==> src/design/bdc_defs.svh <==
// constants for the beer cabinet front-panel control
// assumes a single 20 MHz clock and second-scale timers from a tick
//
// What this block does
// - sleeping panel wakes on press, confirm tone
// - power-up shows power-failure alarm, power press clears
// - 60 s idle sleeps panel, OK stays lit
// - any active alarm wakes the display
// - on/off, set-point, vacation need awake display
// - 4 s power hold toggles on/off
// - minus/plus while awake enters set-point mode
// - further minus/plus steps set-point down/up
// - power press or 10 s idle accepts
// - set-point held 34..46 F, limit tone
// - Fahrenheit default, minus-plus-release toggles unit
// - lock hold locks, icon flashes thrice
// - repeated lock hold unlocks panel
// - door open 5 min raises door alarm
// - door close or power press clears, recurs
// - power failure alarm flashes, no tone
// - 10 F deviation for 1 h raises alarm
// - alarms tracked independently, may coexist
// - long power hold enters vacation, flashes thrice
// - vacation disables panel, keys except power
// - door changes nothing in vacation
// - vacation survives outage, long hold exits
// - longer lock hold toggles display sleep
`ifndef BDC_DEFS_SVH
`define BDC_DEFS_SVH
`define BDC_CLK_HZ 20000000
`define BDC_MS_PER_S 1000
`define BDC_TICK_MS 100
`define BDC_DB_MS 20
`define BDC_SLEEP_S 60
`define BDC_HOLD_ONOFF_S 4
`define BDC_HOLD_VAC_S 8
`define BDC_HOLD_LOCK_S 3
`define BDC_HOLD_NSL_S 6
`define BDC_SET_TO_S 10
`define BDC_DOOR_MIN 5
`define BDC_S_PER_MIN 60
`define BDC_TEMP_HR 1
`define BDC_S_PER_HR 3600
`define BDC_TONE_S 60
`define BDC_FLASH_MS 500
`define BDC_FLASH_N 3
`define BDC_SP_MIN_F 34
`define BDC_SP_MAX_F 46
`define BDC_SP_DEF_F 38
`define BDC_TEMP_DEV_F 10
`define BDC_F_ZERO_C 32
`define BDC_CF_NUM 5
`define BDC_CF_DEN 9
`define BDC_TENTHS 10
`define BDC_K_PWR 3
`define BDC_K_MINUS 2
`define BDC_K_PLUS 1
`define BDC_K_LOCK 0
`endif

==> src/design/bdc_pkg.sv <==
// types shared by the panel control
// assumes nothing beyond the constants header
package bdc_pkg;
   typedef struct packed {
      logic power;
      logic minus;
      logic plus;
      logic lock;
   } bdc_keys_t;
   typedef struct packed {
      logic ok;
      logic doorAjar;
      logic powerFail;
      logic tempAlarm;
      logic alarmReset;
      logic setInd;
      logic lockIcon;
      logic celsius;
   } bdc_leds_t;
   typedef struct packed {
      logic confirm;
      logic limit;
      logic alarm;
   } bdc_tones_t;
   typedef enum logic [3:0] {
      MSG_TEMP, MSG_SETPT, MSG_OFF, MSG_LOCK, MSG_UNLOCK,
      MSG_VAC, MSG_NOSLEEP, MSG_SLEEPEN
   } bdc_msg_t;
endpackage

==> src/design/bdc_debounce.sv <==
// key debouncer: level follows raw once raw is stable
// assumes raw is synchronous to mclk, active high
`timescale 1ns/1ps
`include "bdc_defs.svh"
module bdc_debounce #(
   parameter int CYCLES = `BDC_CLK_HZ / `BDC_MS_PER_S * `BDC_DB_MS
) (
   // clock, reset, enable
   input wire logic mclk,
   input wire logic rst_b,
   input wire logic ce,
   // key
   input wire logic raw,
   output logic level_r
);
   localparam int CW = $clog2(CYCLES + 1);
   logic [CW-1:0] cnt_r;
   wire stable = (raw == level_r);
   wire done = (cnt_r == CW'(CYCLES - 1));

   always_ff @(posedge mclk or negedge rst_b) begin
      if (!rst_b) begin
         cnt_r <= '0;
         level_r <= 1'b0;
      end else if (ce) begin
         cnt_r <= (stable || done) ? '0 : cnt_r + 1'b1;
         if (!stable && done) begin
            level_r <= raw;
         end
      end
   end
endmodule

==> src/design/bdc_panel.sv <==
// front-panel control: keys, display, sleep, set-point, lock, alarms
// assumes keys, door and temperature synchronous to mclk
`timescale 1ns/1ps
`include "bdc_defs.svh"
module bdc_panel #(
   parameter int TICK_CYCLES = `BDC_CLK_HZ / `BDC_MS_PER_S * `BDC_TICK_MS,
   parameter int DB_CYCLES = `BDC_CLK_HZ / `BDC_MS_PER_S * `BDC_DB_MS,
   parameter int TEMP_TICKS =
      `BDC_TEMP_HR * `BDC_S_PER_HR * `BDC_MS_PER_S / `BDC_TICK_MS
) (
   // clock, reset, enable
   input wire logic mclk,
   input wire logic rst_b,
   input wire logic ce,
   // keypad and sensors
   input wire bdc_pkg::bdc_keys_t keyRaw,
   input wire logic doorOpen,
   input wire logic signed [7:0] cabTempF,
   input wire logic vacKeep,
   // panel
   output bdc_pkg::bdc_leds_t leds_r,
   output bdc_pkg::bdc_tones_t tones_r,
   output bdc_pkg::bdc_msg_t dispMsg_r,
   output logic dispOn_r,
   output logic signed [15:0] dispTenths_r,
   // appliance state
   output logic applianceOn_r,
   output logic vacation_r,
   output logic [7:0] setPointF_r
);
   // ----------------------------------------
   // timing
   // ----------------------------------------
   localparam int TPS = `BDC_MS_PER_S / `BDC_TICK_MS;
   localparam int TW = $clog2(TICK_CYCLES);
   localparam logic [15:0] SLEEP_T = 16'(`BDC_SLEEP_S * TPS);
   localparam logic [15:0] HOLD_T = 16'(`BDC_HOLD_ONOFF_S * TPS);
   localparam logic [15:0] VAC_T = 16'(`BDC_HOLD_VAC_S * TPS);
   localparam logic [15:0] LOCK_T = 16'(`BDC_HOLD_LOCK_S * TPS);
   localparam logic [15:0] NSL_T = 16'(`BDC_HOLD_NSL_S * TPS);
   localparam logic [15:0] SET_T = 16'(`BDC_SET_TO_S * TPS);
   localparam logic [15:0] DOOR_T = 16'(`BDC_DOOR_MIN * `BDC_S_PER_MIN * TPS);
   localparam logic [15:0] TONE_T = 16'(`BDC_TONE_S * TPS);
   localparam logic [15:0] TEMP_T = 16'(TEMP_TICKS);
   localparam logic [3:0] FLASH_T = 4'(`BDC_FLASH_MS / `BDC_TICK_MS);
   localparam logic [2:0] FLASH_N = 3'(2 * `BDC_FLASH_N);
   localparam logic [7:0] SP_MIN = 8'(`BDC_SP_MIN_F);
   localparam logic [7:0] SP_MAX = 8'(`BDC_SP_MAX_F);
   localparam logic signed [8:0] DEV = 9'(`BDC_TEMP_DEV_F);
   localparam logic signed [15:0] F_OFS = 16'(`BDC_F_ZERO_C);
   localparam logic signed [15:0] CF_MUL = 16'(`BDC_CF_NUM * `BDC_TENTHS);
   localparam logic signed [15:0] CF_DEN = 16'(`BDC_CF_DEN);
   localparam logic signed [15:0] TEN = 16'(`BDC_TENTHS);

   function automatic logic signed [15:0] toTenths(input logic signed [7:0] f,
                                                   input logic cel);
      logic signed [15:0] fx;
      fx = 16'(f);
      toTenths = cel ? 16'(((fx - F_OFS) * CF_MUL) / CF_DEN) : 16'(fx * TEN);
   endfunction

   logic [TW-1:0] tickCnt_r;
   wire tick = (tickCnt_r == TW'(TICK_CYCLES - 1));

   always_ff @(posedge mclk or negedge rst_b) begin
      if (!rst_b) tickCnt_r <= '0;
      else if (ce) tickCnt_r <= tick ? '0 : tickCnt_r + 1'b1;
   end

   // ----------------------------------------
   // keys
   // ----------------------------------------
   logic [3:0] keyDb;
   logic [3:0] keyPrev_r;
   genvar gi;
   generate
      for (gi = 0; gi < 4; gi++) begin : g_db
         bdc_debounce #(.CYCLES(DB_CYCLES)) u_db (
            .mclk(mclk),
            .rst_b(rst_b),
            .ce(ce),
            .raw(keyRaw[gi]),
            .level_r(keyDb[gi])
         );
      end
   endgenerate

   wire [3:0] rise = keyDb & ~keyPrev_r;
   wire [3:0] fall = ~keyDb & keyPrev_r;
   wire anyRise = |rise;
   wire pwrRise = rise[`BDC_K_PWR];
   wire pwrFall = fall[`BDC_K_PWR];
   wire minusRise = rise[`BDC_K_MINUS];
   wire minusFall = fall[`BDC_K_MINUS];
   wire minusHeld = keyDb[`BDC_K_MINUS];
   wire plusRise = rise[`BDC_K_PLUS];
   wire lockFall = fall[`BDC_K_LOCK];

   // ----------------------------------------
   // state
   // ----------------------------------------
   logic started_r, awake_r, noSleep_r, locked_r, setMode_r, celsius_r;
   logic comboArm_r, wakeAtPwr_r, doorAlarm_r, tempAlarm_r, pwrFail_r;
   logic flashPh_r;
   logic [15:0] idleCnt_r, setIdle_r, pwrHold_r, lockHold_r;
   logic [15:0] doorCnt_r, tempCnt_r, toneCnt_r;
   logic [7:0] editF_r;
   logic [3:0] flashCnt_r;
   logic [2:0] lockFlash_r, vacFlash_r;

   wire vacation_message = vacation_r;
   wire funcOk = awake_r && !vacation_message && !locked_r && applianceOn_r;
   wire pwrOk = wakeAtPwr_r && !locked_r && !vacation_message;
   wire pwrShort = pwrFall && (pwrHold_r < HOLD_T);
   wire pwrLong = pwrFall && (pwrHold_r >= HOLD_T) && (pwrHold_r < VAC_T);
   wire pwrVac = pwrFall && (pwrHold_r >= VAC_T);
   wire alarmClr = pwrShort && !locked_r && !vacation_message && !setMode_r;
   wire toggleOn = pwrLong && pwrOk && !setMode_r;
   wire enterVac = pwrVac && pwrOk && !setMode_r;
   wire exitVac = vacation_message && pwrFall && (pwrHold_r >= HOLD_T);
   wire lockHoldOk = lockFall && !vacation_message && (lockHold_r >= LOCK_T);
   wire lockTog = lockHoldOk && (lockHold_r < NSL_T);
   wire nslTog = lockHoldOk && (lockHold_r >= NSL_T);
   wire setEnter = !setMode_r && funcOk && (minusRise || (plusRise && !minusHeld));
   wire stepDn = setMode_r && funcOk && minusRise;
   wire stepUp = setMode_r && funcOk && plusRise && !minusHeld;
   wire atMin = (editF_r <= SP_MIN);
   wire atMax = (editF_r >= SP_MAX);
   wire limitHit = (stepDn && atMin) || (stepUp && atMax);
   wire comboSet = plusRise && minusHeld && awake_r && !vacation_message && !locked_r;
   wire comboFire = minusFall && comboArm_r;
   wire setTimeout = setMode_r && tick && (setIdle_r == SET_T - 16'h0001);
   wire accept = setMode_r && ((pwrRise && funcOk) || setTimeout);
   wire setAny = setEnter || stepDn || stepUp;

   wire signed [8:0] tempDiff = {cabTempF[7], cabTempF} - $signed({1'b0, setPointF_r});
   wire tempDev = (tempDiff > DEV) || (tempDiff < -DEV);
   wire doorSet = tick && doorOpen && !vacation_message && !doorAlarm_r
                  && (doorCnt_r == DOOR_T - 16'h0001);
   wire doorClr = !doorOpen || alarmClr;
   wire tempSet = tick && tempDev && !vacation_message && !tempAlarm_r
                  && (tempCnt_r == TEMP_T - 16'h0001);
   wire sndAlarm = doorAlarm_r || tempAlarm_r;
   wire anyAlarm = sndAlarm || pwrFail_r;
   wire alarmsOn = anyAlarm && !vacation_message;
   wire toneRep = tick && sndAlarm && (toneCnt_r == TONE_T - 16'h0001);
   wire toneAlarmEv = !vacation_message && (doorSet || tempSet || toneRep);
   wire sleepNow = awake_r && tick && !noSleep_r && !alarmsOn
                   && (idleCnt_r == SLEEP_T - 16'h0001) && !anyRise;
   wire flashStep = tick && (flashCnt_r == FLASH_T - 4'h1);

   // restores vacation after an outage
   always_ff @(posedge mclk or negedge rst_b) begin
      if (!rst_b) begin
         started_r <= 1'b0;
         vacation_r <= 1'b0;
      end else if (ce) begin
         started_r <= 1'b1;
         if (!started_r) vacation_r <= vacKeep;
         else if (enterVac) vacation_r <= 1'b1;
         else if (exitVac) vacation_r <= 1'b0;
      end
   end

   always_ff @(posedge mclk or negedge rst_b) begin
      if (!rst_b) begin
         keyPrev_r <= '0;
         pwrHold_r <= '0;
         lockHold_r <= '0;
         wakeAtPwr_r <= 1'b0;
      end else if (ce) begin
         keyPrev_r <= keyDb;
         if (pwrRise) wakeAtPwr_r <= awake_r;
         if (pwrRise) pwrHold_r <= '0;
         else if (keyDb[`BDC_K_PWR] && tick && pwrHold_r != '1)
            pwrHold_r <= pwrHold_r + 16'h0001;
         if (rise[`BDC_K_LOCK]) lockHold_r <= '0;
         else if (keyDb[`BDC_K_LOCK] && tick && lockHold_r != '1)
            lockHold_r <= lockHold_r + 16'h0001;
      end
   end

   // ----------------------------------------
   // sleep, on/off, lock
   // ----------------------------------------
   always_ff @(posedge mclk or negedge rst_b) begin
      if (!rst_b) begin
         awake_r <= 1'b1;
         idleCnt_r <= '0;
      end else if (ce) begin
         if (anyRise || alarmsOn) awake_r <= 1'b1;
         else if (sleepNow) awake_r <= 1'b0;
         if (anyRise || !awake_r) idleCnt_r <= '0;
         else if (tick) idleCnt_r <= idleCnt_r + 16'h0001;
      end
   end

   always_ff @(posedge mclk or negedge rst_b) begin
      if (!rst_b) begin
         applianceOn_r <= 1'b1;
         noSleep_r <= 1'b0;
         locked_r <= 1'b0;
         lockFlash_r <= '0;
      end else if (ce) begin
         if (toggleOn) applianceOn_r <= !applianceOn_r;
         if (nslTog) noSleep_r <= !noSleep_r;
         if (lockTog) locked_r <= !locked_r;
         if (lockTog && !locked_r) lockFlash_r <= FLASH_N;
         else if (flashStep && lockFlash_r != '0) lockFlash_r <= lockFlash_r - 3'h1;
      end
   end

   // ----------------------------------------
   // set-point and unit
   // ----------------------------------------
   always_ff @(posedge mclk or negedge rst_b) begin
      if (!rst_b) begin
         setMode_r <= 1'b0;
         editF_r <= 8'(`BDC_SP_DEF_F);
         setPointF_r <= 8'(`BDC_SP_DEF_F);
         setIdle_r <= '0;
      end else if (ce) begin
         if (accept) setPointF_r <= editF_r;
         if (setEnter) setMode_r <= 1'b1;
         else if (accept || !awake_r || vacation_message || locked_r) setMode_r <= 1'b0;
         if (setEnter) editF_r <= setPointF_r;
         else if (stepDn && !atMin) editF_r <= editF_r - 8'h01;
         else if (stepUp && !atMax) editF_r <= editF_r + 8'h01;
         if (setAny) setIdle_r <= '0;
         else if (tick) setIdle_r <= setIdle_r + 16'h0001;
      end
   end

   always_ff @(posedge mclk or negedge rst_b) begin
      if (!rst_b) begin
         celsius_r <= 1'b0;
         comboArm_r <= 1'b0;
      end else if (ce) begin
         if (comboSet) comboArm_r <= 1'b1;
         else if (minusFall) comboArm_r <= 1'b0;
         if (comboFire) celsius_r <= !celsius_r;
      end
   end

   // ----------------------------------------
   // alarms
   // ----------------------------------------
   always_ff @(posedge mclk or negedge rst_b) begin
      if (!rst_b) begin
         doorAlarm_r <= 1'b0;
         doorCnt_r <= '0;
      end else if (ce) begin
         if (doorSet) doorAlarm_r <= 1'b1;
         else if (doorClr) doorAlarm_r <= 1'b0;
         if (!doorOpen || vacation_message || doorAlarm_r || doorSet) doorCnt_r <= '0;
         else if (tick) doorCnt_r <= doorCnt_r + 16'h0001;
      end
   end

   always_ff @(posedge mclk or negedge rst_b) begin
      if (!rst_b) begin
         tempAlarm_r <= 1'b0;
         tempCnt_r <= '0;
         pwrFail_r <= 1'b1;
         toneCnt_r <= '0;
      end else if (ce) begin
         if (tempSet) tempAlarm_r <= 1'b1;
         else if (alarmClr) tempAlarm_r <= 1'b0;
         if (!tempDev || vacation_message || tempAlarm_r || tempSet) tempCnt_r <= '0;
         else if (tick) tempCnt_r <= tempCnt_r + 16'h0001;
         if (alarmClr) pwrFail_r <= 1'b0;
         if (!sndAlarm || toneRep) toneCnt_r <= '0;
         else if (tick) toneCnt_r <= toneCnt_r + 16'h0001;
      end
   end

   // ----------------------------------------
   // flashing and outputs
   // ----------------------------------------
   always_ff @(posedge mclk or negedge rst_b) begin
      if (!rst_b) begin
         flashCnt_r <= '0;
         flashPh_r <= 1'b1;
         vacFlash_r <= '0;
      end else if (ce) begin
         if (flashStep) flashCnt_r <= '0;
         else if (tick) flashCnt_r <= flashCnt_r + 4'h1;
         if (flashStep) flashPh_r <= !flashPh_r;
         if (enterVac) vacFlash_r <= FLASH_N;
         else if (flashStep && vacFlash_r != '0) vacFlash_r <= vacFlash_r - 3'h1;
      end
   end

   bdc_pkg::bdc_leds_t ledsNxt;
   bdc_pkg::bdc_msg_t msgNxt;
   wire live = !vacation_message && awake_r;
   wire flashDisp = vacation_message ? (vacFlash_r != '0) : setMode_r;
   wire dispOnNxt = (vacation_message || awake_r) && !(flashDisp && !flashPh_r);
   wire signed [15:0] tenthsNxt = toTenths(setMode_r ? editF_r : cabTempF,
                                           celsius_r);

   always_comb begin
      ledsNxt.ok = !vacation_message && !anyAlarm;
      ledsNxt.doorAjar = !vacation_message && doorAlarm_r && flashPh_r;
      ledsNxt.powerFail = !vacation_message && pwrFail_r && flashPh_r;
      ledsNxt.tempAlarm = !vacation_message && tempAlarm_r && flashPh_r;
      ledsNxt.alarmReset = alarmsOn;
      ledsNxt.setInd = live && setMode_r;
      ledsNxt.lockIcon = live && locked_r && (lockFlash_r == '0 || flashPh_r);
      ledsNxt.celsius = live && celsius_r;
      if (vacation_message && keyDb[`BDC_K_PWR] && pwrHold_r >= HOLD_T) msgNxt = bdc_pkg::MSG_TEMP;
      else if (vacation_message) msgNxt = bdc_pkg::MSG_VAC;
      else if (keyDb[`BDC_K_PWR] && wakeAtPwr_r && pwrHold_r >= VAC_T)
         msgNxt = bdc_pkg::MSG_VAC;
      else if (keyDb[`BDC_K_PWR] && wakeAtPwr_r && pwrHold_r >= HOLD_T)
         msgNxt = applianceOn_r ? bdc_pkg::MSG_OFF : bdc_pkg::MSG_TEMP;
      else if (keyDb[`BDC_K_LOCK] && lockHold_r >= NSL_T)
         msgNxt = noSleep_r ? bdc_pkg::MSG_SLEEPEN : bdc_pkg::MSG_NOSLEEP;
      else if (keyDb[`BDC_K_LOCK] && lockHold_r >= LOCK_T)
         msgNxt = locked_r ? bdc_pkg::MSG_UNLOCK : bdc_pkg::MSG_LOCK;
      else if (setMode_r) msgNxt = bdc_pkg::MSG_SETPT;
      else if (!applianceOn_r) msgNxt = bdc_pkg::MSG_OFF;
      else msgNxt = bdc_pkg::MSG_TEMP;
   end

   always_ff @(posedge mclk or negedge rst_b) begin
      if (!rst_b) begin
         leds_r <= '0;
         tones_r <= '0;
         dispMsg_r <= bdc_pkg::MSG_TEMP;
         dispOn_r <= 1'b0;
         dispTenths_r <= '0;
      end else if (ce) begin
         leds_r <= ledsNxt;
         tones_r.confirm <= anyRise && !awake_r && !vacation_message;
         tones_r.limit <= limitHit;
         tones_r.alarm <= toneAlarmEv;
         dispMsg_r <= msgNxt;
         dispOn_r <= dispOnNxt;
         dispTenths_r <= tenthsNxt;
      end
   end
endmodule

==> config.mk <==
export PLATFORM = sky130hd
export DESIGN_NAME = bdc_panel
export DESIGN_NICKNAME = d
export VERILOG_FILES = /design/src/design/bdc_pkg.sv /design/src/design/bdc_debounce.sv /design/src/design/bdc_panel.sv
export VERILOG_INCLUDE_DIRS = /design/src /design/src/design
export SDC_FILE = /design/constraint.sdc
export NUM_CORES = 1
export LEC_CHECK = 0
export ABC_AREA = 1
export BUFFER_PORTS_ARGS = -buffer_cell sky130_fd_sc_hd__clkbuf_2
export CORE_ASPECT_RATIO = 0.7
export CORE_MARGIN = 5
export CORE_UTILIZATION = 43
export CTS_BUF_LIST = sky130_fd_sc_hd__clkbuf_8
export DETAILED_ROUTE_END_ITERATION = 6
export SLEW_MARGIN = 10
export SYNTH_ARGS = -nofsm -noshare
export SYNTH_HDL_FRONTEND = slang
export SYNTH_SLANG_ARGS = --single-unit
==> constraint.sdc <==
create_clock -name mclk -period 35.6 [get_ports mclk]
set_input_delay 1.78 -clock mclk [delete_from_list [all_inputs] [get_ports mclk]]
set_output_delay 1.78 -clock mclk [all_outputs]
set_load 0.02 [all_outputs]
==> results of run 1 <==
==> kinds of logic after synthesis <==
kind of cell               after synthesis
DFF                                    288
and+or+nand+nor                       1526
AOI/OAI and AO/OA                      472
adders and majority gates               94
muxes                                    1
buffers and inverters                  533
xor gates and xnor gates                80
other                                    1
==> state kept, by name, summed over array words and instances (netlist names), 3 cells and up <==
signal,flops
g_db.u_db.cnt_r,76
tickCnt_r,21
dispTenths_r,16
doorCnt_r,16
idleCnt_r,16
lockHold_r,16
pwrHold_r,16
setIdle_r,16
tempCnt_r,16
toneCnt_r,16
editF_r,8
leds_r,8
setPointF_r,8
flashCnt_r,4
g_db.u_db.level_r,4
keyPrev_r,4
dispMsg_r,3
lockFlash_r,3
tones_r,3
vacFlash_r,3
==> layout by cell type, fill, tap and decap left out, types with 11 or more instances in the layout <==
master and n:
sky130_fd_sc_hd__a21oi_1 177, sky130_fd_sc_hd__xor2_1 57, sky130_fd_sc_hd__nor2_2 11, sky130_fd_sc_hd__clkbuf_8 65, sky130_fd_sc_hd__o211ai_1 13, sky130_fd_sc_hd__xnor2_1 21
sky130_fd_sc_hd__nor3_1 104, sky130_fd_sc_hd__nand4_1 69, sky130_fd_sc_hd__nand2_4 15, sky130_fd_sc_hd__nand2_2 48, sky130_fd_sc_hd__nand3_1 234, sky130_fd_sc_hd__a31oi_1 16
sky130_fd_sc_hd__nand3_2 18, sky130_fd_sc_hd__nand2_1 621, sky130_fd_sc_hd__a211oi_1 12, sky130_fd_sc_hd__ha_1 83, sky130_fd_sc_hd__o21ai_1 13, sky130_fd_sc_hd__inv_1 461
sky130_fd_sc_hd__nor4_1 47, sky130_fd_sc_hd__dfrtp_1 278, sky130_fd_sc_hd__inv_2 36, sky130_fd_sc_hd__fa_1 11, sky130_fd_sc_hd__o21ai_0 179, sky130_fd_sc_hd__nor3b_1 21
sky130_fd_sc_hd__nor2_1 298, sky130_fd_sc_hd__clkbuf_2 56
==> metrics by stage <==
stage	setup WS, ns	hold WS (ns)
CTS	19.76	0.468
global route	18.15	0.498
global placement	19.87	0.455
finish	19.58	0.469
detailed placement	19.15	0.460
floorplan	22.48	0.434
==> layer usage <==
layer | track usage | up-vias | wire (um)
met1 | 0.334 | 9316 | 29800
met2 | 0.294 | 538 | 22900
met3 | 0.0411 | 70 | 3620
met5 | 0 | - | 0
met4 | 0.0461 | 0 | 1010
li1 | - | 10011 | -
==> final cells by class <==
type / count / share of cell area
Tap cell: 665 / 0.0360
Clock inverter: 24 / 0.00612
Timing Repair Buffer: 65 / 0.0154
Inverter: 487 / 0.0796
Sequential cell: 288 / 0.313
Multi-Input combinational cell: 2174 / 0.511
Clock buffer: 65 / 0.0387
==> worst paths after layout <==
path	start	end	slack, ns	cells after the start
min reg2reg	g_db[0].u_db.cnt_r[18]	g_db[0].u_db.cnt_r[18]	0.47	1
max reg2reg	setMode_r	dispTenths_r[10]	19.95	92
min	g_db[0].u_db.cnt_r[18]	g_db[0].u_db.cnt_r[18]	0.47	1
max in group asynchronous	rst_b	lockHold_r[9]	31.36	4
min in group asynchronous	rst_b	dispTenths_r[7]	1.17	1
max	cabTempF[6]	dispTenths_r[10]	19.58	93
==> summary.json, run 1 <==
{
  "tritoncts.num_buffers": {"value": 49},
  "critPathBufInv": {"value": 13},
  "postCtsSetupRepairBufs": {"value": 0},
  "die-height": {"value": 196, "unit": "um"},
  "cts-root-buf": {"value": "sky130_fd_sc_hd__clkbuf_8"},
  "report.final.hold_viol_count": {"value": 0},
  "cts_num_sinks": {"value": 288},
  "final-max-slew-violation-count": {"value": 0},
  "seqCellArea": {"value": 7220, "unit": "um^2"},
  "wirelength": {"value": 57300, "unit": "um"},
  "cells_taking_the_most_area_after_synthesis": {"value": "sky130_fd_sc_hd__dfrtp_1 33%, sky130_fd_sc_hd__nand2_1 11%, sky130_fd_sc_hd__inv_1 7.9%"},
  "critical-path-top-cell-by-count": {"value": "sky130_fd_sc_hd__nand2_1"},
  "synth_top_family_by_area": {"value": "simple AND/OR/NAND/NOR gates"},
  "wire_length_of_the_first_global_routing_pass": {"value": 94800, "unit": "um"},
  "synth_area": {"value": 21100, "unit": "um^2"},
  "syn_avg_cell_area": {"value": 7.06, "unit": "um^2"},
  "port_buffers": {"value": 57},
  "crit_path_top_delay_cell": {"value": "sky130_fd_sc_hd__o21ai_0"},
  "fmax_achieved": {"value": 62.4, "unit": "MHz"},
  "grt_overflow_total": {"value": 0},
  "area.growth.synth_to_final": {"value": 9.22, "unit": "%"},
  "critPathMaxFanout": {"value": 20},
  "synthDominantCellAreaShare": {"value": 0.329},
  "netlist_top_cells_count": {"value": "621 x sky130_fd_sc_hd__nand2_1, 444 x sky130_fd_sc_hd__inv_1, 299 x sky130_fd_sc_hd__nor2_1"},
  "grt_setup_unrepaired": {"value": "false"},
  "drt_pass1_iterations": {"value": 7},
  "worst_ep_required_time": {"value": 36.09, "unit": "ns"},
  "routed_via_density": {"value": 5.29},
  "layout-drive-gt1-share": {"value": 0.102},
  "layout.core_utilization": {"value": 0.472},
  "clkTransAtPathRegs": {"value": 0.06, "unit": "ns"},
  "ys_ff_latch": {"value": 288},
  "timing.critical_path.to_type": {"value": "flip-flop"},
  "rows": {"value": 68},
  "tritoncts": {"value": "built"},
  "finalSetupViolCount": {"value": 0},
  "failed_checks": {"value": "design-rule violations"},
  "max-slew-margin-rel": {"value": 0.278},
  "grt_max_degree": {"value": 94},
  "io-pin-count": {"value": 59},
  "synth.mux.area_fraction": {"value": 0.000474},
  "gp_congestion": {"value": 0.930},
  "syn-num-nets": {"value": 3106},
  "multi_input_comb_area": {"value": 11800, "unit": "um^2"},
  "async_flop_share": {"value": 1.00},
  "synth_seq_area_share": {"value": 0.342},
  "design_area": {"value": 23100, "unit": "um^2"},
  "outcome": {"value": "finished, violations left"},
  "synth_cells": {"value": 2995},
  "timing_worst_slew_pin_value": {"value": 1.08, "unit": "ns"},
  "yosys.cell_count.top_type": {"value": "sky130_fd_sc_hd__nand2_1"},
  "synth_enable_flop_cells": {"value": 0},
  "fin_skew": {"value": 0.0570, "unit": "ns"},
  "placedInstanceArea": {"value": 22100, "unit": "um^2"},
  "antenna_cells_inserted": {"value": 0},
  "finalCritPeriodShare": {"value": 0.450},
  "timing.hold.worst.class": {"value": "reg -> reg"},
  "ys_warn_count": {"value": 0},
  "layout.filler_cells": {"value": 4881},
  "cp_slowest_stage_delay": {"value": 0.50, "unit": "ns"},
  "final_cells": {"value": 3768},
  "antenna_found_initial": {"value": 0},
  "vias": {"value": 19935},
  "wire_per_inst": {"value": 15.2, "unit": "um"},
  "die_area": {"value": 53800, "unit": "um^2"},
  "drt_iter0_drcs": {"value": 1693},
  "post_synth_fa_ha_maj_area_fraction": {"value": 0.0595},
  "htree_num_levels": {"value": 2},
  "hold_buffers": {"value": 0},
  "detailed_place_hpwl": {"value": 43200, "unit": "um"},
  "synthDominantAreaCellType": {"value": "sky130_fd_sc_hd__dfrtp_1"},
  "clock_latency": {"value": 0.66, "unit": "ns"},
  "place.detailed.instances": {"value": 3679},
  "initial_utilization": {"value": 0.432},
  "cts.path.max_buffers": {"value": 3},
  "floorplan.die.width": {"value": 275, "unit": "um"},
  "cap_viol_max_count": {"value": 0},
  "detail-route-antenna-nets": {"value": 0},
  "gr-usage-all-layers": {"value": 0.211},
  "critPathKind": {"value": "in -> reg"},
  "post_cts.resized_instances": {"value": 0},
  "tns": {"value": 0, "unit": "ns"},
  "worstPathArrival": {"value": 16.50, "unit": "ns"},
  "final_net_count": {"value": 3176},
  "worstSetupStartpointType": {"value": "primary input"},
  "ys_types": {"value": 70},
  "critPathTopFamily": {"value": "simple AND/OR/NAND/NOR gates"},
  "route.detailed.drc": {"value": 2},
  "layout_min_cycle_time": {"value": 16.02, "unit": "ns"},
  "compound_gate_fraction_of_synth_area": {"value": 0.127},
  "core_region_area": {"value": 48900, "unit": "um^2"},
  "synthSimpleGateAreaFrac": {"value": 0.337},
  "most_frequently_used_flop_master_after_synthesis": {"value": "sky130_fd_sc_hd__dfrtp_1"},
  "post_synth_xor_area_fraction": {"value": 0.0339},
  "grt_pass1_vias": {"value": 18345}
}
Power of run 1 is left out: the tool's default activity adds up to more than one toggle a clock period on the data nets, which glitch-free logic cannot reach.
==> inputs of run 2 (changes only) <==
Clock period 35.6 ns to 13.9 ns, I/O delays scaled along.
==> run 2 against run 1 <==
  * The run now ends clean
  * Worst hold slack got worse by 0.42 ns
  * Die area unchanged
  * Non-clock buffer count up 82
  * First-iteration DRC count down 2.7%
  * Core utilization is 2.9 points higher
  * Critical path type is now reg -> reg
  * Highest routed layer unchanged
==> summary.json, run 2 (synthesis gave the netlist of run 1 again) <==
{
  "timing.critical_path.to_type": {"value": "flip-flop"},
  "tritoncts": {"value": "built"},
  "wire_length_of_the_first_global_routing_pass": {"value": 95100, "unit": "um"},
  "critPathBufInv": {"value": 16},
  "vias": {"value": 20221},
  "critical-path-top-cell-by-count": {"value": "sky130_fd_sc_hd__nand2_1"},
  "initial_utilization": {"value": 0.432},
  "crit_path_top_delay_cell": {"value": "sky130_fd_sc_hd__dfstp_2"},
  "die-height": {"value": 196, "unit": "um"},
  "fin_skew": {"value": 0.0625, "unit": "ns"},
  "most-common-layout-cells": {"value": "586 x sky130_fd_sc_hd__nand2_1, 452 x sky130_fd_sc_hd__inv_1, 280 x sky130_fd_sc_hd__nor2_1"},
  "clock_latency": {"value": 0.64, "unit": "ns"},
  "final_net_count": {"value": 3263},
  "wirelength": {"value": 58600, "unit": "um"},
  "io-pin-count": {"value": 59},
  "floorplan.die.width": {"value": 275, "unit": "um"},
  "drt_iter0_drcs": {"value": 1647},
  "cts.path.max_buffers": {"value": 3},
  "layout-drive-gt1-share": {"value": 0.157},
  "reg.largest.list": {"value": "g_db.u_db.cnt_r x76, tickCnt_r x21"},
  "finalSetupViolCount": {"value": 0},
  "layout_min_cycle_time": {"value": 13.13, "unit": "ns"},
  "finalCritPeriodShare": {"value": 0.945},
  "final.hold.worst_slack": {"value": 0.0531, "unit": "ns"},
  "hold_buffers": {"value": 0},
  "detail-route-antenna-nets": {"value": 0},
  "cp_slowest_stage_delay": {"value": 0.56, "unit": "ns"},
  "final-max-slew-violation-count": {"value": 0},
  "largest_reg_flops": {"value": 76},
  "htree_num_levels": {"value": 2},
  "layout.filler_cells": {"value": 4812},
  "gr-usage-all-layers": {"value": 0.211},
  "grt_max_degree": {"value": 81},
  "cts_num_sinks": {"value": 288},
  "critPathMaxFanout": {"value": 13},
  "route.detailed.drc": {"value": 0},
  "grt_overflow_total": {"value": 0},
  "cap_viol_max_count": {"value": 0},
  "grt_pass1_vias": {"value": 18548},
  "area.growth.synth_to_final": {"value": 15.9, "unit": "%"},
  "report.final.hold_viol_count": {"value": 0},
  "antenna_found_initial": {"value": 0},
  "worstSetupStartpointType": {"value": "flip-flop"},
  "worstPathArrival": {"value": 13.59, "unit": "ns"},
  "cts-root-buf": {"value": "sky130_fd_sc_hd__clkbuf_8"},
  "clkTransAtPathRegs": {"value": 0.08, "unit": "ns"},
  "critPathKind": {"value": "reg -> reg"},
  "max_flop_register": {"value": "g_db.u_db.cnt_r"},
  "gp_congestion": {"value": 0.936},
  "antenna_cells_inserted": {"value": 0},
  "max-slew-margin-rel": {"value": 0.270},
  "tritoncts.num_buffers": {"value": 49},
  "detailed_place_hpwl": {"value": 43300, "unit": "um"},
  "layout.cells.most_common": {"value": "sky130_fd_sc_hd__nand2_1"},
  "critPathTopFamily": {"value": "simple AND/OR/NAND/NOR gates"},
  "core_region_area": {"value": 48900, "unit": "um^2"},
  "die_area": {"value": 53800, "unit": "um^2"},
  "wire_per_inst": {"value": 15.2, "unit": "um"},
  "drt_pass1_iterations": {"value": 5},
  "rows": {"value": 68},
  "timing_worst_slew_pin_value": {"value": 1.09, "unit": "ns"},
  "routed_via_density": {"value": 5.25},
  "outcome": {"value": "finished, final reports clean"},
  "timing.hold.worst.class": {"value": "in -> async"},
  "worst_ep_required_time": {"value": 14.37, "unit": "ns"},
  "port_buffers": {"value": 57},
  "fmax_achieved": {"value": 76.2, "unit": "MHz"}
}
==> run 2: changes by cell type in the layout (fill, tap and decap cells not counted), moves of 8 or more <==
cell	previous run	this run
sky130_fd_sc_hd__nand2_2	48	68
sky130_fd_sc_hd__nand3_2	18	27
sky130_fd_sc_hd__nand3_4	4	13
sky130_fd_sc_hd__buf_4	8	88
sky130_fd_sc_hd__nor2_1	298	280
sky130_fd_sc_hd__nand2_4	15	25
sky130_fd_sc_hd__nand3_1	234	220
sky130_fd_sc_hd__nand2_1	621	586
sky130_fd_sc_hd__inv_1	461	452
sky130_fd_sc_hd__ha_1	83	75
sky130_fd_sc_hd__nor2_2	11	23
==> run 2: final timing paths <==
kind / from / to / slack [ns] / depth (start not counted)
max reg2reg: editF_r[2] / dispTenths_r[10] / 0.77 / 97
min reg2reg: pwrFail_r / pwrFail_r / 0.47 / 2
max in group asynchronous: rst_b / setMode_r / 11.54 / 3
min: rst_b / dispTenths_r[11] / 0.05 / 1
min in group mclk: keyRaw[1] / g_db[1].u_db.level_r / 0.34 / 3
max: editF_r[2] / dispTenths_r[10] / 0.77 / 97
==> run 2: layout make-up <==
cell class                      count  area, um^2  area share
Multi-Input combinational cell   2179       12500       0.510
Timing Repair Buffer              147         975      0.0398
Clock inverter                     25         249      0.0102
Tap cell                          665         832      0.0340
Sequential cell                   288        7220       0.295
Clock buffer                       64         881      0.0360
Inverter                          487        1850      0.0755
==> run 2: what timing repair did <==
action | in CTS | in global routing
buffers inserted | 0 | 54
gates cloned | 0 | 5
resized for setup | 7 | 141
pin swaps | 1 | 47
endpoints found under the setup margin | 6 | 16
==> run 2: stage by stage <==
step                      setup slack, ns  TNS, ns  cells  area [um^2]   util
after detailed placement           -0.577    -2.43   3707        22300  0.455
after global placement              0.128        0   3707        22300  0.455
final                               0.771        0   3855        24500  0.501
after CTS                         0.00275        0   3796        23400  0.479
after global routing               -0.217   -0.481   3855        24500  0.501
after floorplan                      1.87        0   2995        21100      -
==> run 2: per-layer routing <==
layer / up-vias / global-route usage / share of wire
li1: 10193 / - / -
met1: 9433 / 0.340 / 0.52
met5: - / 0 / 0
met2: 513 / 0.293 / 0.40
met4: 0 / 0.0435 / 0.017
met3: 82 / 0.0356 / 0.060
Power of run 2 is left out for the same reason.
